$ cat src/spmp_pkg.sv
`default_nettype none
package spmp_pkg;
  // ----------------------------------------
  // bus geometry
  // ----------------------------------------
  localparam int ADDR_W = 4;
  localparam int DATA_W = 8;
  localparam int DIV_W = 16;

  // ----------------------------------------
  // register indices
  // ----------------------------------------
  localparam logic [3:0] A_MODEM_CTRL = 4'h0;
  localparam logic [3:0] A_MODEM_STAT = 4'h1;
  localparam logic [3:0] A_MODE = 4'h2;
  localparam logic [3:0] A_TX_DATA = 4'h3;
  localparam logic [3:0] A_DIV_LO = 4'h4;
  localparam logic [3:0] A_DIV_HI = 4'h5;
  localparam logic [3:0] A_INT_STAT = 4'h6;
  localparam logic [3:0] A_INT_MASK = 4'h7;
  localparam logic [3:0] A_LINE_STAT = 4'h8;

  // ----------------------------------------
  // field positions and widths
  // ----------------------------------------
  localparam int MC_W = 5;
  localparam int MC_DTR = 0;
  localparam int MC_RTS = 1;
  localparam int MC_AUX1 = 2;
  localparam int MC_AUX2 = 3;
  localparam int MC_LOOP = 4;
  localparam int MS_SHIFT = 4;
  localparam int MODE_IR = 0;
  localparam int EV_N = 6;
  localparam int LN_CTS = 0;
  localparam int LN_DSR = 1;
  localparam int LN_RI = 2;
  localparam int LN_DCD = 3;
  localparam int LN_RX = 4;
  localparam int LN_N = 5;
  localparam int STRAP_N = 3;

  // ----------------------------------------
  // reset values
  // ----------------------------------------
  localparam logic [MC_W-1:0] MC_RST = 5'h00;
  localparam logic [EV_N-1:0] EV_RST = 6'h00;
  localparam logic [STRAP_N-1:0] STRAP_RST = 3'h0;
  localparam logic [DIV_W-1:0] DIV_RST = 16'h01B2;
  localparam logic [DATA_W-1:0] BYTE_RST = 8'h00;
  localparam logic [2:0] LAST_BIT = 3'h7;

  typedef enum logic [1:0] {
    TX_IDLE = 2'b00,
    TX_START = 2'b01,
    TX_DATA = 2'b10,
    TX_STOP = 2'b11
  } spmp_tx_state_t;
endpackage
`default_nettype wire

$ cat src/spmp_if.sv
`default_nettype none
// one sampled modem or receive line
interface spmp_line_if;
  logic raw;
  logic level;
  logic change;
  modport det (input raw, output level, output change);
  modport user (output raw, input level, input change);
endinterface

// character transmitter hookup
interface spmp_tx_if #(parameter int DIV_W = 16);
  logic start;
  logic [7:0] data;
  logic [DIV_W-1:0] divisor;
  logic busy;
  logic line;
  logic done;
  modport tx (input start, input data, input divisor,
              output busy, output line, output done);
  modport user (output start, output data, output divisor,
                input busy, input line, input done);
endinterface
`default_nettype wire

$ cat src/spmp_line_sense.sv
`default_nettype none
module spmp_line_sense #(
  parameter logic RST_LEVEL = 1'b1 // idle level of the line
) (
  input wire logic clock, // system clock
  input wire logic nrst, // async reset
  input wire logic clk_en, // state freeze when low
  spmp_line_if.det line // raw in, level and change out
);
  logic level_q;
  logic change_q;

  // ----------------------------------------
  // sample and change detect
  // ----------------------------------------
  // inputs are synchronous, so one stage suffices
  always_ff @(posedge clock or negedge nrst) begin
    if (!nrst) begin
      level_q <= RST_LEVEL;
      change_q <= 1'b0;
    end else if (clk_en) begin
      level_q <= line.raw;
      change_q <= line.raw ^ level_q;
    end
  end

  assign line.level = level_q;
  assign line.change = change_q;
endmodule // spmp_line_sense
`default_nettype wire

$ cat src/spmp_top.sv
// Our own choices: the register offsets and strobed register access.
`default_nettype none
module spmp_top #(
  parameter logic [15:0] DIV_RST = spmp_pkg::DIV_RST // reset bit time
) (
  input wire logic clock, // system clock
  input wire logic nrst, // master reset
  input wire logic clk_en, // freezes all state
  input wire logic host_reset_n, // host bus reset
  input wire logic [spmp_pkg::ADDR_W-1:0] reg_addr, // index
  input wire logic [spmp_pkg::DATA_W-1:0] reg_wdata, // write data
  input wire logic reg_wr, // write strobe
  input wire logic reg_rd, // read strobe
  output logic [spmp_pkg::DATA_W-1:0] reg_rdata, // read data
  output logic irq, // interrupt level
  input wire logic serial_rx_in, // receive line
  input wire logic serial_tx_in, // transmit pin level
  output logic serial_tx_out, // transmit drive
  output logic serial_tx_oe, // transmit enable
  input wire logic request_to_send_n_in, // rts pin level
  output logic request_to_send_n, // rts drive
  output logic request_to_send_n_oe, // rts enable
  input wire logic terminal_ready_n_in, // dtr pin level
  output logic terminal_ready_n, // dtr drive
  output logic terminal_ready_n_oe, // dtr enable
  input wire logic data_set_ready_n, // modem ready
  input wire logic clear_to_send_n, // modem accepts data
  input wire logic ring_indicate_n, // ring seen
  input wire logic carrier_detect_n, // carrier seen
  output logic strap_option_a, // strap from dtr pin
  output logic strap_option_b, // strap from rts pin
  output logic strap_option_c // strap from tx pin
);
  localparam int DW = spmp_pkg::DATA_W;
  localparam int EN = spmp_pkg::EV_N;
  localparam int MW = spmp_pkg::MC_W;

  generate
    if (DIV_RST == 16'h0000) begin : g_chk
      $error("spmp_top: DIV_RST must be non-zero");
    end
  endgenerate

  // ----------------------------------------
  // storage
  // ----------------------------------------
  logic [MW-1:0] mc_q;
  logic ir_q;
  logic [spmp_pkg::DIV_W-1:0] div_q;
  logic [EN-1:0] ist_q;
  logic [EN-1:0] ist_d;
  logic [EN-1:0] imask_q;
  logic [spmp_pkg::STRAP_N-1:0] strap_q;
  logic [DW-1:0] rdata_q;
  logic irq_q;
  logic tx_q;
  logic rts_q;
  logic dtr_q;
  logic pin_oe_q;
  logic tx_start_q;
  logic [DW-1:0] tx_byte_q;

  // ----------------------------------------
  // write decode
  // ----------------------------------------
  logic wr_mc;
  logic wr_mode;
  logic wr_tx;
  logic wr_dlo;
  logic wr_dhi;
  logic wr_ist;
  logic wr_imask;
  assign wr_mc = reg_wr && (reg_addr == spmp_pkg::A_MODEM_CTRL);
  assign wr_mode = reg_wr && (reg_addr == spmp_pkg::A_MODE);
  assign wr_tx = reg_wr && (reg_addr == spmp_pkg::A_TX_DATA);
  assign wr_dlo = reg_wr && (reg_addr == spmp_pkg::A_DIV_LO);
  assign wr_dhi = reg_wr && (reg_addr == spmp_pkg::A_DIV_HI);
  assign wr_ist = reg_wr && (reg_addr == spmp_pkg::A_INT_STAT);
  assign wr_imask = reg_wr && (reg_addr == spmp_pkg::A_INT_MASK);

  // control fields
  logic loop_on;
  logic ir_on;
  assign loop_on = mc_q[spmp_pkg::MC_LOOP];
  assign ir_on = ir_q;

  // ----------------------------------------
  // transmitter
  // ----------------------------------------
  spmp_tx_if #(.DIV_W(spmp_pkg::DIV_W)) txp ();

  assign txp.start = tx_start_q;
  assign txp.data = tx_byte_q;
  assign txp.divisor = div_q;

  spmp_tx_serial #(.DIV_W(spmp_pkg::DIV_W)) u_tx (
    .clock(clock),
    .nrst(nrst),
    .clk_en(clk_en),
    .txp(txp)
  );

  // ----------------------------------------
  // line sampling
  // ----------------------------------------
  spmp_line_if lines [spmp_pkg::LN_N] ();

  // loop mode turns the control bits back onto the status inputs
  assign lines[spmp_pkg::LN_CTS].raw =
    loop_on ? !mc_q[spmp_pkg::MC_RTS] : clear_to_send_n;
  assign lines[spmp_pkg::LN_DSR].raw =
    loop_on ? !mc_q[spmp_pkg::MC_DTR] : data_set_ready_n;
  assign lines[spmp_pkg::LN_RI].raw =
    loop_on ? !mc_q[spmp_pkg::MC_AUX1] : ring_indicate_n;
  assign lines[spmp_pkg::LN_DCD].raw =
    loop_on ? !mc_q[spmp_pkg::MC_AUX2] : carrier_detect_n;
  // receive path, fed from the transmitter in loop mode
  assign lines[spmp_pkg::LN_RX].raw =
    loop_on ? txp.line : serial_rx_in;

  logic [spmp_pkg::LN_N-1:0] ln_level;
  logic [spmp_pkg::LN_N-1:0] ln_change;

  genvar gi;
  generate
    for (gi = 0; gi < spmp_pkg::LN_N; gi++) begin : g_line
      spmp_line_sense #(.RST_LEVEL(1'b1)) u_sense (
        .clock(clock),
        .nrst(nrst),
        .clk_en(clk_en),
        .line(lines[gi])
      );
      assign ln_level[gi] = lines[gi].level;
      assign ln_change[gi] = lines[gi].change;
    end
  endgenerate

  // ----------------------------------------
  // events and status
  // ----------------------------------------
  logic rx_start_ev;
  logic [EN-1:0] events;
  logic [EN-1:0] ist_clr;
  // a falling receive line marks a possible start bit
  assign rx_start_ev = ln_change[spmp_pkg::LN_RX] &&
                       !ln_level[spmp_pkg::LN_RX];
  assign events = {txp.done, rx_start_ev,
                   ln_change[spmp_pkg::LN_DCD:spmp_pkg::LN_CTS]};
  assign ist_clr = wr_ist ? reg_wdata[EN-1:0] : '0;
  // set beats clear so an event in the clearing cycle survives
  assign ist_d = (ist_q & ~ist_clr) | events;

  // modem status, shown as asserted-high
  logic [3:0] ms_now;
  assign ms_now = ~ln_level[spmp_pkg::LN_DCD:spmp_pkg::LN_CTS];

  // ----------------------------------------
  // read selection
  // ----------------------------------------
  logic [DW-1:0] rd_mc;
  logic [DW-1:0] rd_ms;
  logic [DW-1:0] rd_mode;
  logic [DW-1:0] rd_dlo;
  logic [DW-1:0] rd_dhi;
  logic [DW-1:0] rd_ist;
  logic [DW-1:0] rd_imask;
  logic [DW-1:0] rd_line;
  logic [DW-1:0] rd_mux;
  assign rd_mc = {{(DW - MW){1'b0}}, mc_q};
  // cts, dsr, ri and dcd in the upper nibble
  assign rd_ms = {ms_now, 4'h0};
  assign rd_mode = {{(DW - 1){1'b0}}, ir_q};
  assign rd_dlo = div_q[DW-1:0];
  assign rd_dhi = div_q[spmp_pkg::DIV_W-1:DW];
  assign rd_ist = {{(DW - EN){1'b0}}, ist_q};
  assign rd_imask = {{(DW - EN){1'b0}}, imask_q};
  // straps, receive level and transmitter busy
  assign rd_line = {3'h0, txp.busy, ln_level[spmp_pkg::LN_RX],
                    strap_q};
  // unmapped indices, including the data port, read as zero
  assign rd_mux =
    (reg_addr == spmp_pkg::A_MODEM_CTRL) ? rd_mc :
    (reg_addr == spmp_pkg::A_MODEM_STAT) ? rd_ms :
    (reg_addr == spmp_pkg::A_MODE) ? rd_mode :
    (reg_addr == spmp_pkg::A_DIV_LO) ? rd_dlo :
    (reg_addr == spmp_pkg::A_DIV_HI) ? rd_dhi :
    (reg_addr == spmp_pkg::A_INT_STAT) ? rd_ist :
    (reg_addr == spmp_pkg::A_INT_MASK) ? rd_imask :
    (reg_addr == spmp_pkg::A_LINE_STAT) ? rd_line : '0;

  // ----------------------------------------
  // pin drive values
  // ----------------------------------------
  logic tx_d;
  logic rts_d;
  logic dtr_d;
  // infrared or loop keeps the wired line marking
  assign tx_d = (ir_on || loop_on) ? 1'b1 : txp.line;
  // control bit one drives the pin low, loop forces inactive
  assign rts_d = loop_on || !mc_q[spmp_pkg::MC_RTS];
  assign dtr_d = loop_on || !mc_q[spmp_pkg::MC_DTR];

  // ----------------------------------------
  // software registers
  // ----------------------------------------
  // master reset clears control, so rts and dtr start high
  always_ff @(posedge clock or negedge nrst) begin
    if (!nrst) begin
      mc_q <= spmp_pkg::MC_RST;
      ir_q <= 1'b0;
      div_q <= DIV_RST;
      imask_q <= spmp_pkg::EV_RST;
    end else if (clk_en) begin
      if (wr_mc) mc_q <= reg_wdata[MW-1:0];
      if (wr_mode) ir_q <= reg_wdata[spmp_pkg::MODE_IR];
      if (wr_dlo) div_q[DW-1:0] <= reg_wdata;
      if (wr_dhi) div_q[spmp_pkg::DIV_W-1:DW] <= reg_wdata;
      if (wr_imask) imask_q <= reg_wdata[EN-1:0];
    end
  end

  // divisor reload is not needed: DIV_RST only sets the default
  // a write to the data port while busy is dropped, not queued
  always_ff @(posedge clock or negedge nrst) begin
    if (!nrst) begin
      tx_start_q <= 1'b0;
      tx_byte_q <= spmp_pkg::BYTE_RST;
    end else if (clk_en) begin
      tx_start_q <= wr_tx && !txp.busy && !tx_start_q;
      if (wr_tx) tx_byte_q <= reg_wdata;
    end
  end

  // sticky status and the interrupt level
  always_ff @(posedge clock or negedge nrst) begin
    if (!nrst) begin
      ist_q <= spmp_pkg::EV_RST;
      irq_q <= 1'b0;
    end else if (clk_en) begin
      ist_q <= ist_d;
      irq_q <= |(ist_d & imask_q);
    end
  end

  // read data stands only in the cycle after the strobe
  always_ff @(posedge clock or negedge nrst) begin
    if (!nrst) begin
      rdata_q <= spmp_pkg::BYTE_RST;
    end else if (clk_en) begin
      rdata_q <= reg_rd ? rd_mux : spmp_pkg::BYTE_RST;
    end
  end

  // ----------------------------------------
  // strap capture
  // ----------------------------------------
  // pins are sampled every cycle of the host reset; the last
  // sample before release is what stays latched afterwards
  always_ff @(posedge clock or negedge nrst) begin
    if (!nrst) begin
      strap_q <= spmp_pkg::STRAP_RST;
    end else if (clk_en && !host_reset_n) begin
      strap_q <= {serial_tx_in,
                  request_to_send_n_in,
                  terminal_ready_n_in};
    end
  end

  // ----------------------------------------
  // pin registers
  // ----------------------------------------
  // enables stay off under host reset so a strap that is being
  // read at the same time is never fought; drive returns one edge
  // after the host reset lifts
  always_ff @(posedge clock or negedge nrst) begin
    if (!nrst) begin
      pin_oe_q <= 1'b0;
      tx_q <= 1'b1;
      rts_q <= 1'b1;
      dtr_q <= 1'b1;
    end else if (clk_en) begin
      pin_oe_q <= host_reset_n;
      tx_q <= tx_d;
      rts_q <= rts_d;
      dtr_q <= dtr_d;
    end
  end

  // ----------------------------------------
  // outputs
  // ----------------------------------------
  assign reg_rdata = rdata_q;
  assign irq = irq_q;
  assign serial_tx_out = tx_q;
  assign serial_tx_oe = pin_oe_q;
  assign request_to_send_n = rts_q;
  assign request_to_send_n_oe = pin_oe_q;
  assign terminal_ready_n = dtr_q;
  assign terminal_ready_n_oe = pin_oe_q;
  assign strap_option_a = strap_q[0];
  assign strap_option_b = strap_q[1];
  assign strap_option_c = strap_q[2];
endmodule // spmp_top
`default_nettype wire

$ cat src/spmp_tx_serial.sv
`default_nettype none
module spmp_tx_serial #(
  parameter int DIV_W = 16 // divisor width
) (
  input wire logic clock, // system clock
  input wire logic nrst, // async reset
  input wire logic clk_en, // state freeze when low
  spmp_tx_if.tx txp // character in, serial line out
);
  spmp_pkg::spmp_tx_state_t st_q;
  spmp_pkg::spmp_tx_state_t st_d;
  logic [DIV_W-1:0] cnt_q;
  logic [7:0] sh_q;
  logic [2:0] bit_q;
  logic done_q;
  logic [DIV_W-1:0] lim;
  logic tick;
  logic idle;

  generate
    if (DIV_W < 2) begin : g_chk
      $error("spmp_tx_serial: DIV_W must be at least 2");
    end
  endgenerate

  // ----------------------------------------
  // bit timing
  // ----------------------------------------
  // a zero divisor runs at one bit per cycle
  assign lim = (txp.divisor == '0) ? '0 : txp.divisor - 1'b1;
  assign idle = (st_q == spmp_pkg::TX_IDLE);
  assign tick = !idle && (cnt_q >= lim);

  // frame sequence
  always_comb begin
    st_d = st_q;
    case (st_q)
      spmp_pkg::TX_IDLE: if (txp.start) st_d = spmp_pkg::TX_START;
      spmp_pkg::TX_START: if (tick) st_d = spmp_pkg::TX_DATA;
      spmp_pkg::TX_DATA: begin
        if (tick && bit_q == spmp_pkg::LAST_BIT) begin
          st_d = spmp_pkg::TX_STOP;
        end
      end
      spmp_pkg::TX_STOP: if (tick) st_d = spmp_pkg::TX_IDLE;
      default: st_d = spmp_pkg::TX_IDLE;
    endcase
  end

  always_ff @(posedge clock or negedge nrst) begin
    if (!nrst) begin
      st_q <= spmp_pkg::TX_IDLE;
      cnt_q <= '0;
      sh_q <= spmp_pkg::BYTE_RST;
      bit_q <= '0;
      done_q <= 1'b0;
    end else if (clk_en) begin
      st_q <= st_d;
      cnt_q <= (tick || idle) ? '0 : cnt_q + 1'b1;
      if (idle && txp.start) sh_q <= txp.data;
      else if (tick && st_q == spmp_pkg::TX_DATA) sh_q <= sh_q >> 1;
      if (st_q != spmp_pkg::TX_DATA) bit_q <= '0;
      else if (tick) bit_q <= bit_q + 1'b1;
      done_q <= tick && (st_q == spmp_pkg::TX_STOP);
    end
  end

  // lsb first, start bit low, stop and idle marking
  assign txp.line = (st_q == spmp_pkg::TX_START) ? 1'b0 :
                    (st_q == spmp_pkg::TX_DATA) ? sh_q[0] : 1'b1;
  assign txp.busy = !idle;
  assign txp.done = done_q;
endmodule // spmp_tx_serial
`default_nettype wire
$ cat config.mk
export PLATFORM = sky130hd
export DESIGN_NAME = spmp_top
export DESIGN_NICKNAME = d
export VERILOG_FILES = /design/src/spmp_pkg.sv /design/src/spmp_if.sv /design/src/spmp_line_sense.sv /design/src/spmp_top.sv /design/src/spmp_tx_serial.sv
export SDC_FILE = /design/constraint.sdc
export NUM_CORES = 1
export LEC_CHECK = 0
export BUFFER_PORTS_ARGS = -buffer_cell sky130_fd_sc_hd__buf_2
export CORE_MARGIN = 4
export CORE_UTILIZATION = 50
export DETAILED_ROUTE_END_ITERATION = 8
export GPL_ROUTABILITY_DRIVEN = 0
export PLACE_DENSITY = 0.65
export SLEW_MARGIN = 15
export SYNTH_ARGS = -nofsm -noshare
export SYNTH_HDL_FRONTEND = slang
export SYNTH_HIERARCHICAL = 1
export SYNTH_SLANG_ARGS = --single-unit
$ cat constraint.sdc
create_clock -name clock -period 4.85 [get_ports clock]
set_input_delay 0.7275 -clock clock [delete_from_list [all_inputs] [get_ports clock]]
set_output_delay 0.7275 -clock clock [all_outputs]
set_load 0.05 [all_outputs]
== Word level (Yosys, flattened, before mapping) ==
Cells that the tools add are included.

* Flip-flop bits (word level): 99
* Word-level logic and storage cells: 133

* $add $sub $neg: 3
* Magnitude comparators: 1
* Eq/ne operators: 17
* Mux-type cells: 29
* Bitwise gates (word level): 10
* Reduce and logical (&&, ||, !) cells: 43

{| class="wikitable"
|+ Operators with widths
! operator !! number
|-
| $mux W8 || 8
|-
| $mux W16 || 2
|-
| $mux W6 || 3
|-
| $add A16 B1 Y16 const B || 1
|-
| $eq A4 B3 Y1 const B || 4
|-
| $ge A16 B16 Y1 || 1
|-
| $logic_and A1 B1 Y1 || 16
|-
| $logic_not A16 Y1 || 1
|-
| $reduce_and A2 Y1 || 8
|-
| $sub A16 B1 Y16 const B || 1
|-
| $and A6 B6 Y6 || 2
|-
| $eq A4 B2 Y1 const B || 2
|-
| $logic_not A1 Y1 || 8
|-
| $mux W1 || 8
|-
| $mux W2 || 4
|-
| $pmux W2 S4 || 1
|-
| $mux W3 || 2
|-
| $ne A2 B1 Y1 const B || 3
|-
| $not A6 Y6 || 1
|-
| $or A6 B6 Y6 || 1
|-
| $reduce_or A6 Y1 || 1
|-
| $mux W5 || 1
|-
| $reduce_and A5 Y1 || 1
|-
| $xor A1 B1 Y1 || 5
|-
| 12 further kinds || 18
|}

== Depth between registers and ports, before layout ==
* Word-level depth: 11
* Mapped depth: 14
* Mapped depth without buffers: 13

== Hierarchy ==
The synthesis kept the hierarchy.

{| class="wikitable"
|+ By module, submodules not included
! module !! times used !! cells each !! area an instance (um^2) !! sequential area each (um^2)
|-
| spmp_top || 1 || 277 || 3,026.7 || 1,486.4
|-
| spmp_tx_serial || 1 || 255 || 2,323.5 || 750.7
|-
| spmp_line_sense || 5 || 6 || 83.8 || 51.3
|}

== Worst setup path before layout ==
OpenSTA, ideal clock, no wires.

* Path kind: reg2reg
* From: register div_q[11] (netlist bit)
* To: register u_tx.sh_q[0]
* Library setup time: 0.123 ns
* Data arrival time: 3.578 ns
* Required time: 4.727 ns
* Path slack: 1.149 ns
* Cell stages (with the launch flop): 14
* Path buffers: 2
* Cells stage by stage: dfrtp_1 -> or4_4 -> or3_4 -> or3_1 -> clkbuf_2 -> buf_6 -> nand2_1 -> ha_1 -> nand4_2 -> nor3_2 -> or4b_4 -> a31oi_4 -> nand3_4 -> o221a_1

* Word-level cells in the longest chain between the ends: 7
* Elaborated cells on any way between the ends: 8

{| class="wikitable"
|+ RTL lines
! element !! RTL line !! text
|-
| from (decl) || spmp_top.sv:49 || <nowiki>logic [spmp_pkg::DIV_W-1:0] div_q;</nowiki>
|-
| from (signal, indexed assignment) || spmp_top.sv:216 || <nowiki>if (wr_dlo) div_q[DW-1:0] <= reg_wdata;</nowiki>
|-
| from (signal, indexed assignment) || spmp_top.sv:217 || <nowiki>if (wr_dhi) div_q[spmp_pkg::DIV_W-1:DW] <= reg_wdata;</nowiki>
|-
| $sub A16 B1 Y16 / $logic_not A16 Y1 (equally long branches) || spmp_tx_serial.sv:30 || <nowiki>assign lim = (txp.divisor == '0) ? '0 : txp.divisor - 1'b1;</nowiki>
|-
| $mux W16 (*) || spmp_tx_serial.sv:30 ||
|-
| $ge A16 B16 Y1 (*) || spmp_tx_serial.sv:32 || <nowiki>assign tick = !idle && (cnt_q >= lim);</nowiki>
|-
| $logic_and A1 B1 Y1 (*) || spmp_tx_serial.sv:32 ||
|-
| $logic_and A1 B1 Y1 (*) || spmp_tx_serial.sv:61 || <nowiki>else if (tick && st_q == spmp_pkg::TX_DATA) sh_q <= sh_q >> 1;</nowiki>
|-
| $reduce_bool A2 Y1 (no line) (*) || - ||
|-
| $reduce_and A2 Y1 (no line) (*) || - ||
|-
| to (signal assigned) || spmp_tx_serial.sv:54 || <nowiki>sh_q <= spmp_pkg::BYTE_RST;</nowiki>
|-
| to (signal assigned) || spmp_tx_serial.sv:60 || <nowiki>if (idle && txp.start) sh_q <= txp.data;</nowiki>
|-
| to (signal assigned) || spmp_tx_serial.sv:61 ||
|-
| to (decl) || spmp_tx_serial.sv:13 || <nowiki>logic [7:0] sh_q;</nowiki>
|}

Mark *: on every way between the ends. The rest lies on a longest branch, timed or not.
A chain may end at the register's enable or synchronous reset.

== Final worst setup path ==
* From: register div_q[11] (netlist bit)
* To: register u_tx.sh_q[6]

The elaborated chain is that of the path after synthesis.

==> out/qor.yml <==
outcome:
  outcome: "finished, final reports clean"
grt:
  track_usage_pct: 21.8
  grt_overflow: 0
  grt_max_degree: 69
  antenna_found_initial: 0
  grt_pass1_wl_mm: 22.7
  grt_pass1_vias: 4435
logic_synthesis:
  synth_most_common_cell: "dfrtp_1"
  post-synth-top-area-cell: "dfrtp_1"
  synth_nets: 614
  syn_inst: 562
  avgSynthCellArea_um2: 10.3
  synthArstFlopShare_pct: 100
  netlist_top_cells_area: "dfrtp_1 37%, mux2_2 7.8%, dfstp_2 5.9%, ha_1 5.6%, nand2_1 4.0%"
  ys_types: 75
  ys.flop_type: "dfrtp_1"
  yosysTopAreaCellShare_pct: 37.3
  yosysWarnings: 6
  synth_edf_count: 0
  yosysSeqAreaShare_pct: 43.2
  ys_top_cells_by_count: "86 x dfrtp_1, 61 x nand2_1, 40 x mux2_2"
  yosys_register_bits: 99
  synth_area_mm2: 0.00577
finish:
  fill_cells: 951
  drive_above_1_share_pct: 24.8
  final_util_pct: 57.0
  syn2layout_area_growth_pct: 9.54
  num_antenna_cells: 0
  nNetsFinal: 649
pwr:
  vdd_drop_max_mv: 0.425
  internal-power_mw: 1.74
  p_leak_nw: 2.83
  seqPwrFrac_pct: 44.2
  pwr-share-clk_pct: 25.1
  pwr-share-comb_pct: 30.7
  p_per_area_mw_per_mm2: 433
  power_switching_mw: 0.998
  sw_frac_of_total_pct: 36.5
cts:
  htree_num_levels: 3
  ctsResizeCount: 0
  clk_pin_slew_ns: 0.07
  cts_tree: "yes"
  clk-insertion-delay-late_ns: 0.36
  clock_path_buffers: 2
  post_cts_buffers: 0
  root_buffer: "clkbuf_16"
  cts_hold_buf: 0
  cts-buffers-inserted: 9
  cts_num_sinks: 99
sta:
  tightestPinTransition_ns: 0.868
  final.setup.tns_ns: 0
  finalCritPeriodShare_pct: 85.0
  drv_slew: 0
  setup_viol_count_final: 0
  period_needed_ns: 4.12
  rsz0062_at_grt: "false"
  max_slew_margin_pct: 42.1
  fmax_mhz: 243
  skew_ns: 0.00967
  hold_violations: 0
worst_setup_path:
  crit_fanout: 16
  start_kind: "flop"
  r2r_slack_ns: 0.73
  critPathKind: "flop to flop"
  critPathLaunch: "div_q[11]"
  reg2reg_from: "div_q[11]"
  cp-endpoint: "u_tx/sh_q[6]"
  r2r_end: "u_tx/sh_q[6]"
  critPathArrivalTime_ns: 4.36
  required_ns: 5.08
  reg2reg_depth: 11
  critPathCaptureType: "flop"
route:
  drtAntennaViolNets: 0
  vias: 4344
  drt_first_pass_iters: 4
  wl_per_cell_um: 18.2
  drc: 0
  wl_mm: 13.5
  drt_first_iter_violations: 324
  vias_per_cell: 5.86
floorplan:
  fp.dieArea_mm2: 0.0133
  fp.dieW_um: 115
  io_pins: 44
  start_util_pct: 52.1
  die_y_um: 115
  num_rows: 38
  coreArea_mm2: 0.0111
placed_design:
  dp_hpwl_mm: 9.74
  io_buffers: 43
run:
  cap_viol_max_count: 0
min_path:
  holdCritPathClass: "input port to asynchronous set/reset pin"
## layout make-up
| cell class | count | area, µm² | area share [%] |
|---|---|---|---|
| clock buffers | 9 | 225 | 3.56 |
| well taps | 140 | 175 | 2.77 |
| inverters | 22 | 82.6 | 1.31 |
| multi-input cells | 418 | 3040 | 48.2 |
| clock inverters | 6 | 51.3 | 0.812 |
| repair buffers | 47 | 248 | 3.92 |
| flip-flops and latches | 99 | 2490 | 39.5 |
## registers in the layout, indices dropped and copies added, names as in the netlist
name	cells
u_tx/cnt_q	16
terminal_ready_n	1
serial_tx_out	1
ir_on	1
g_line.u_sense/line.change	5
g_line.u_sense/line.level	5
mc_q	5
strap_q	3
tx_byte_q	8
request_to_send_n_oe	1
imask_q	6
tx_start_q	1
irq	1
u_tx/st_q	2
ist_q	6
u_tx/txp.done	1
u_tx/sh_q	8
div_q	16
request_to_send_n	1
reg_rdata	8
u_tx/bit_q	3
## cell families after synthesis
logic type / Yosys count / share of synthesized area, %
AOI/OAI and AO/OA: 121 / 14.1
xor gates and xnor gates: 28 / 4.25
adders and majority gates: 26 / 5.64
buffers and inverters: 45 / 4.01
DFF: 99 / 43.2
muxes: 53 / 10.6
and+or+nand+nor: 190 / 18.2
## worst min path at each step
stage | endpoint | slack, ns | cells after the start
2_1_floorplan | div_q[0] | 0.43 | 0
3_3_place_gp | request_to_send_n | 0.47 | 2
3_5_place_dp | request_to_send_n | 0.48 | 2
4_1_cts | request_to_send_n | 0.49 | 2
5_1_grt | terminal_ready_n | 0.51 | 2
6_report | u_tx/cnt_q[8] | 0.48 | 1
## critical path, stage by stage (launching register included)
cell	delay (ns)
dfrtp_1	0.43
or4_4	0.56
or3_4	0.35
or3_1	0.55
and2_1	0.26
ha_1	0.26
nand2b_1	0.14
a2111oi_0	0.46
or4b_4	0.26
a311oi_2	0.11
or2b_2	0.38
o221a_1	0.25
## power by group through the flow
stage                     clock network, mW  logic, mW  registers [mW]
after detailed placement                  0      0.837            1.22
after global routing                  0.741      0.945            1.24
after global placement                    0      0.809            1.21
after CTS                             0.711      0.841            1.21
final                                 0.688      0.840            1.21
after floorplan                           0      0.603            1.21
## routing by layer
metal  part of all wire (%)  track usage [%]
met5                      0                0
met1                     47             29.7
met4                    1.9             6.26
met2                     47             34.7
met3                    4.1             5.38
## through the flow
stage	area (µm²)	setup WS [ns]	instances	power, mW	hold slack (ns)
2_1_floorplan	5770	1.15	562	1.81	0.432
3_3_place_gp	6040	0.903	726	2.02	0.474
3_5_place_dp	6040	0.767	726	2.06	0.475
4_1_cts	6320	0.743	741	2.76	0.491
5_1_grt	6320	0.608	741	2.92	0.513
6_report	6320	0.727	741	2.74	0.480
## cells in the final DEF (no fill, tap or decap), types with 13 or more instances in the layout
cell | Yosys | layout
xor2_1 | 16 | 16
mux2_2 | 40 | 40
nor3_1 | 13 | 13
o21ai_0 | 31 | 31
nand3_1 | 20 | 20
inv_1 | 22 | 22
a21oi_1 | 36 | 36
nor2_1 | 27 | 27
buf_2 | 7 | 42
ha_1 | 26 | 26
dfstp_2 | 13 | 13
nand2_1 | 61 | 61
dfrtp_1 | 86 | 86
No activity file was read; power rests on OpenSTA's default activity.
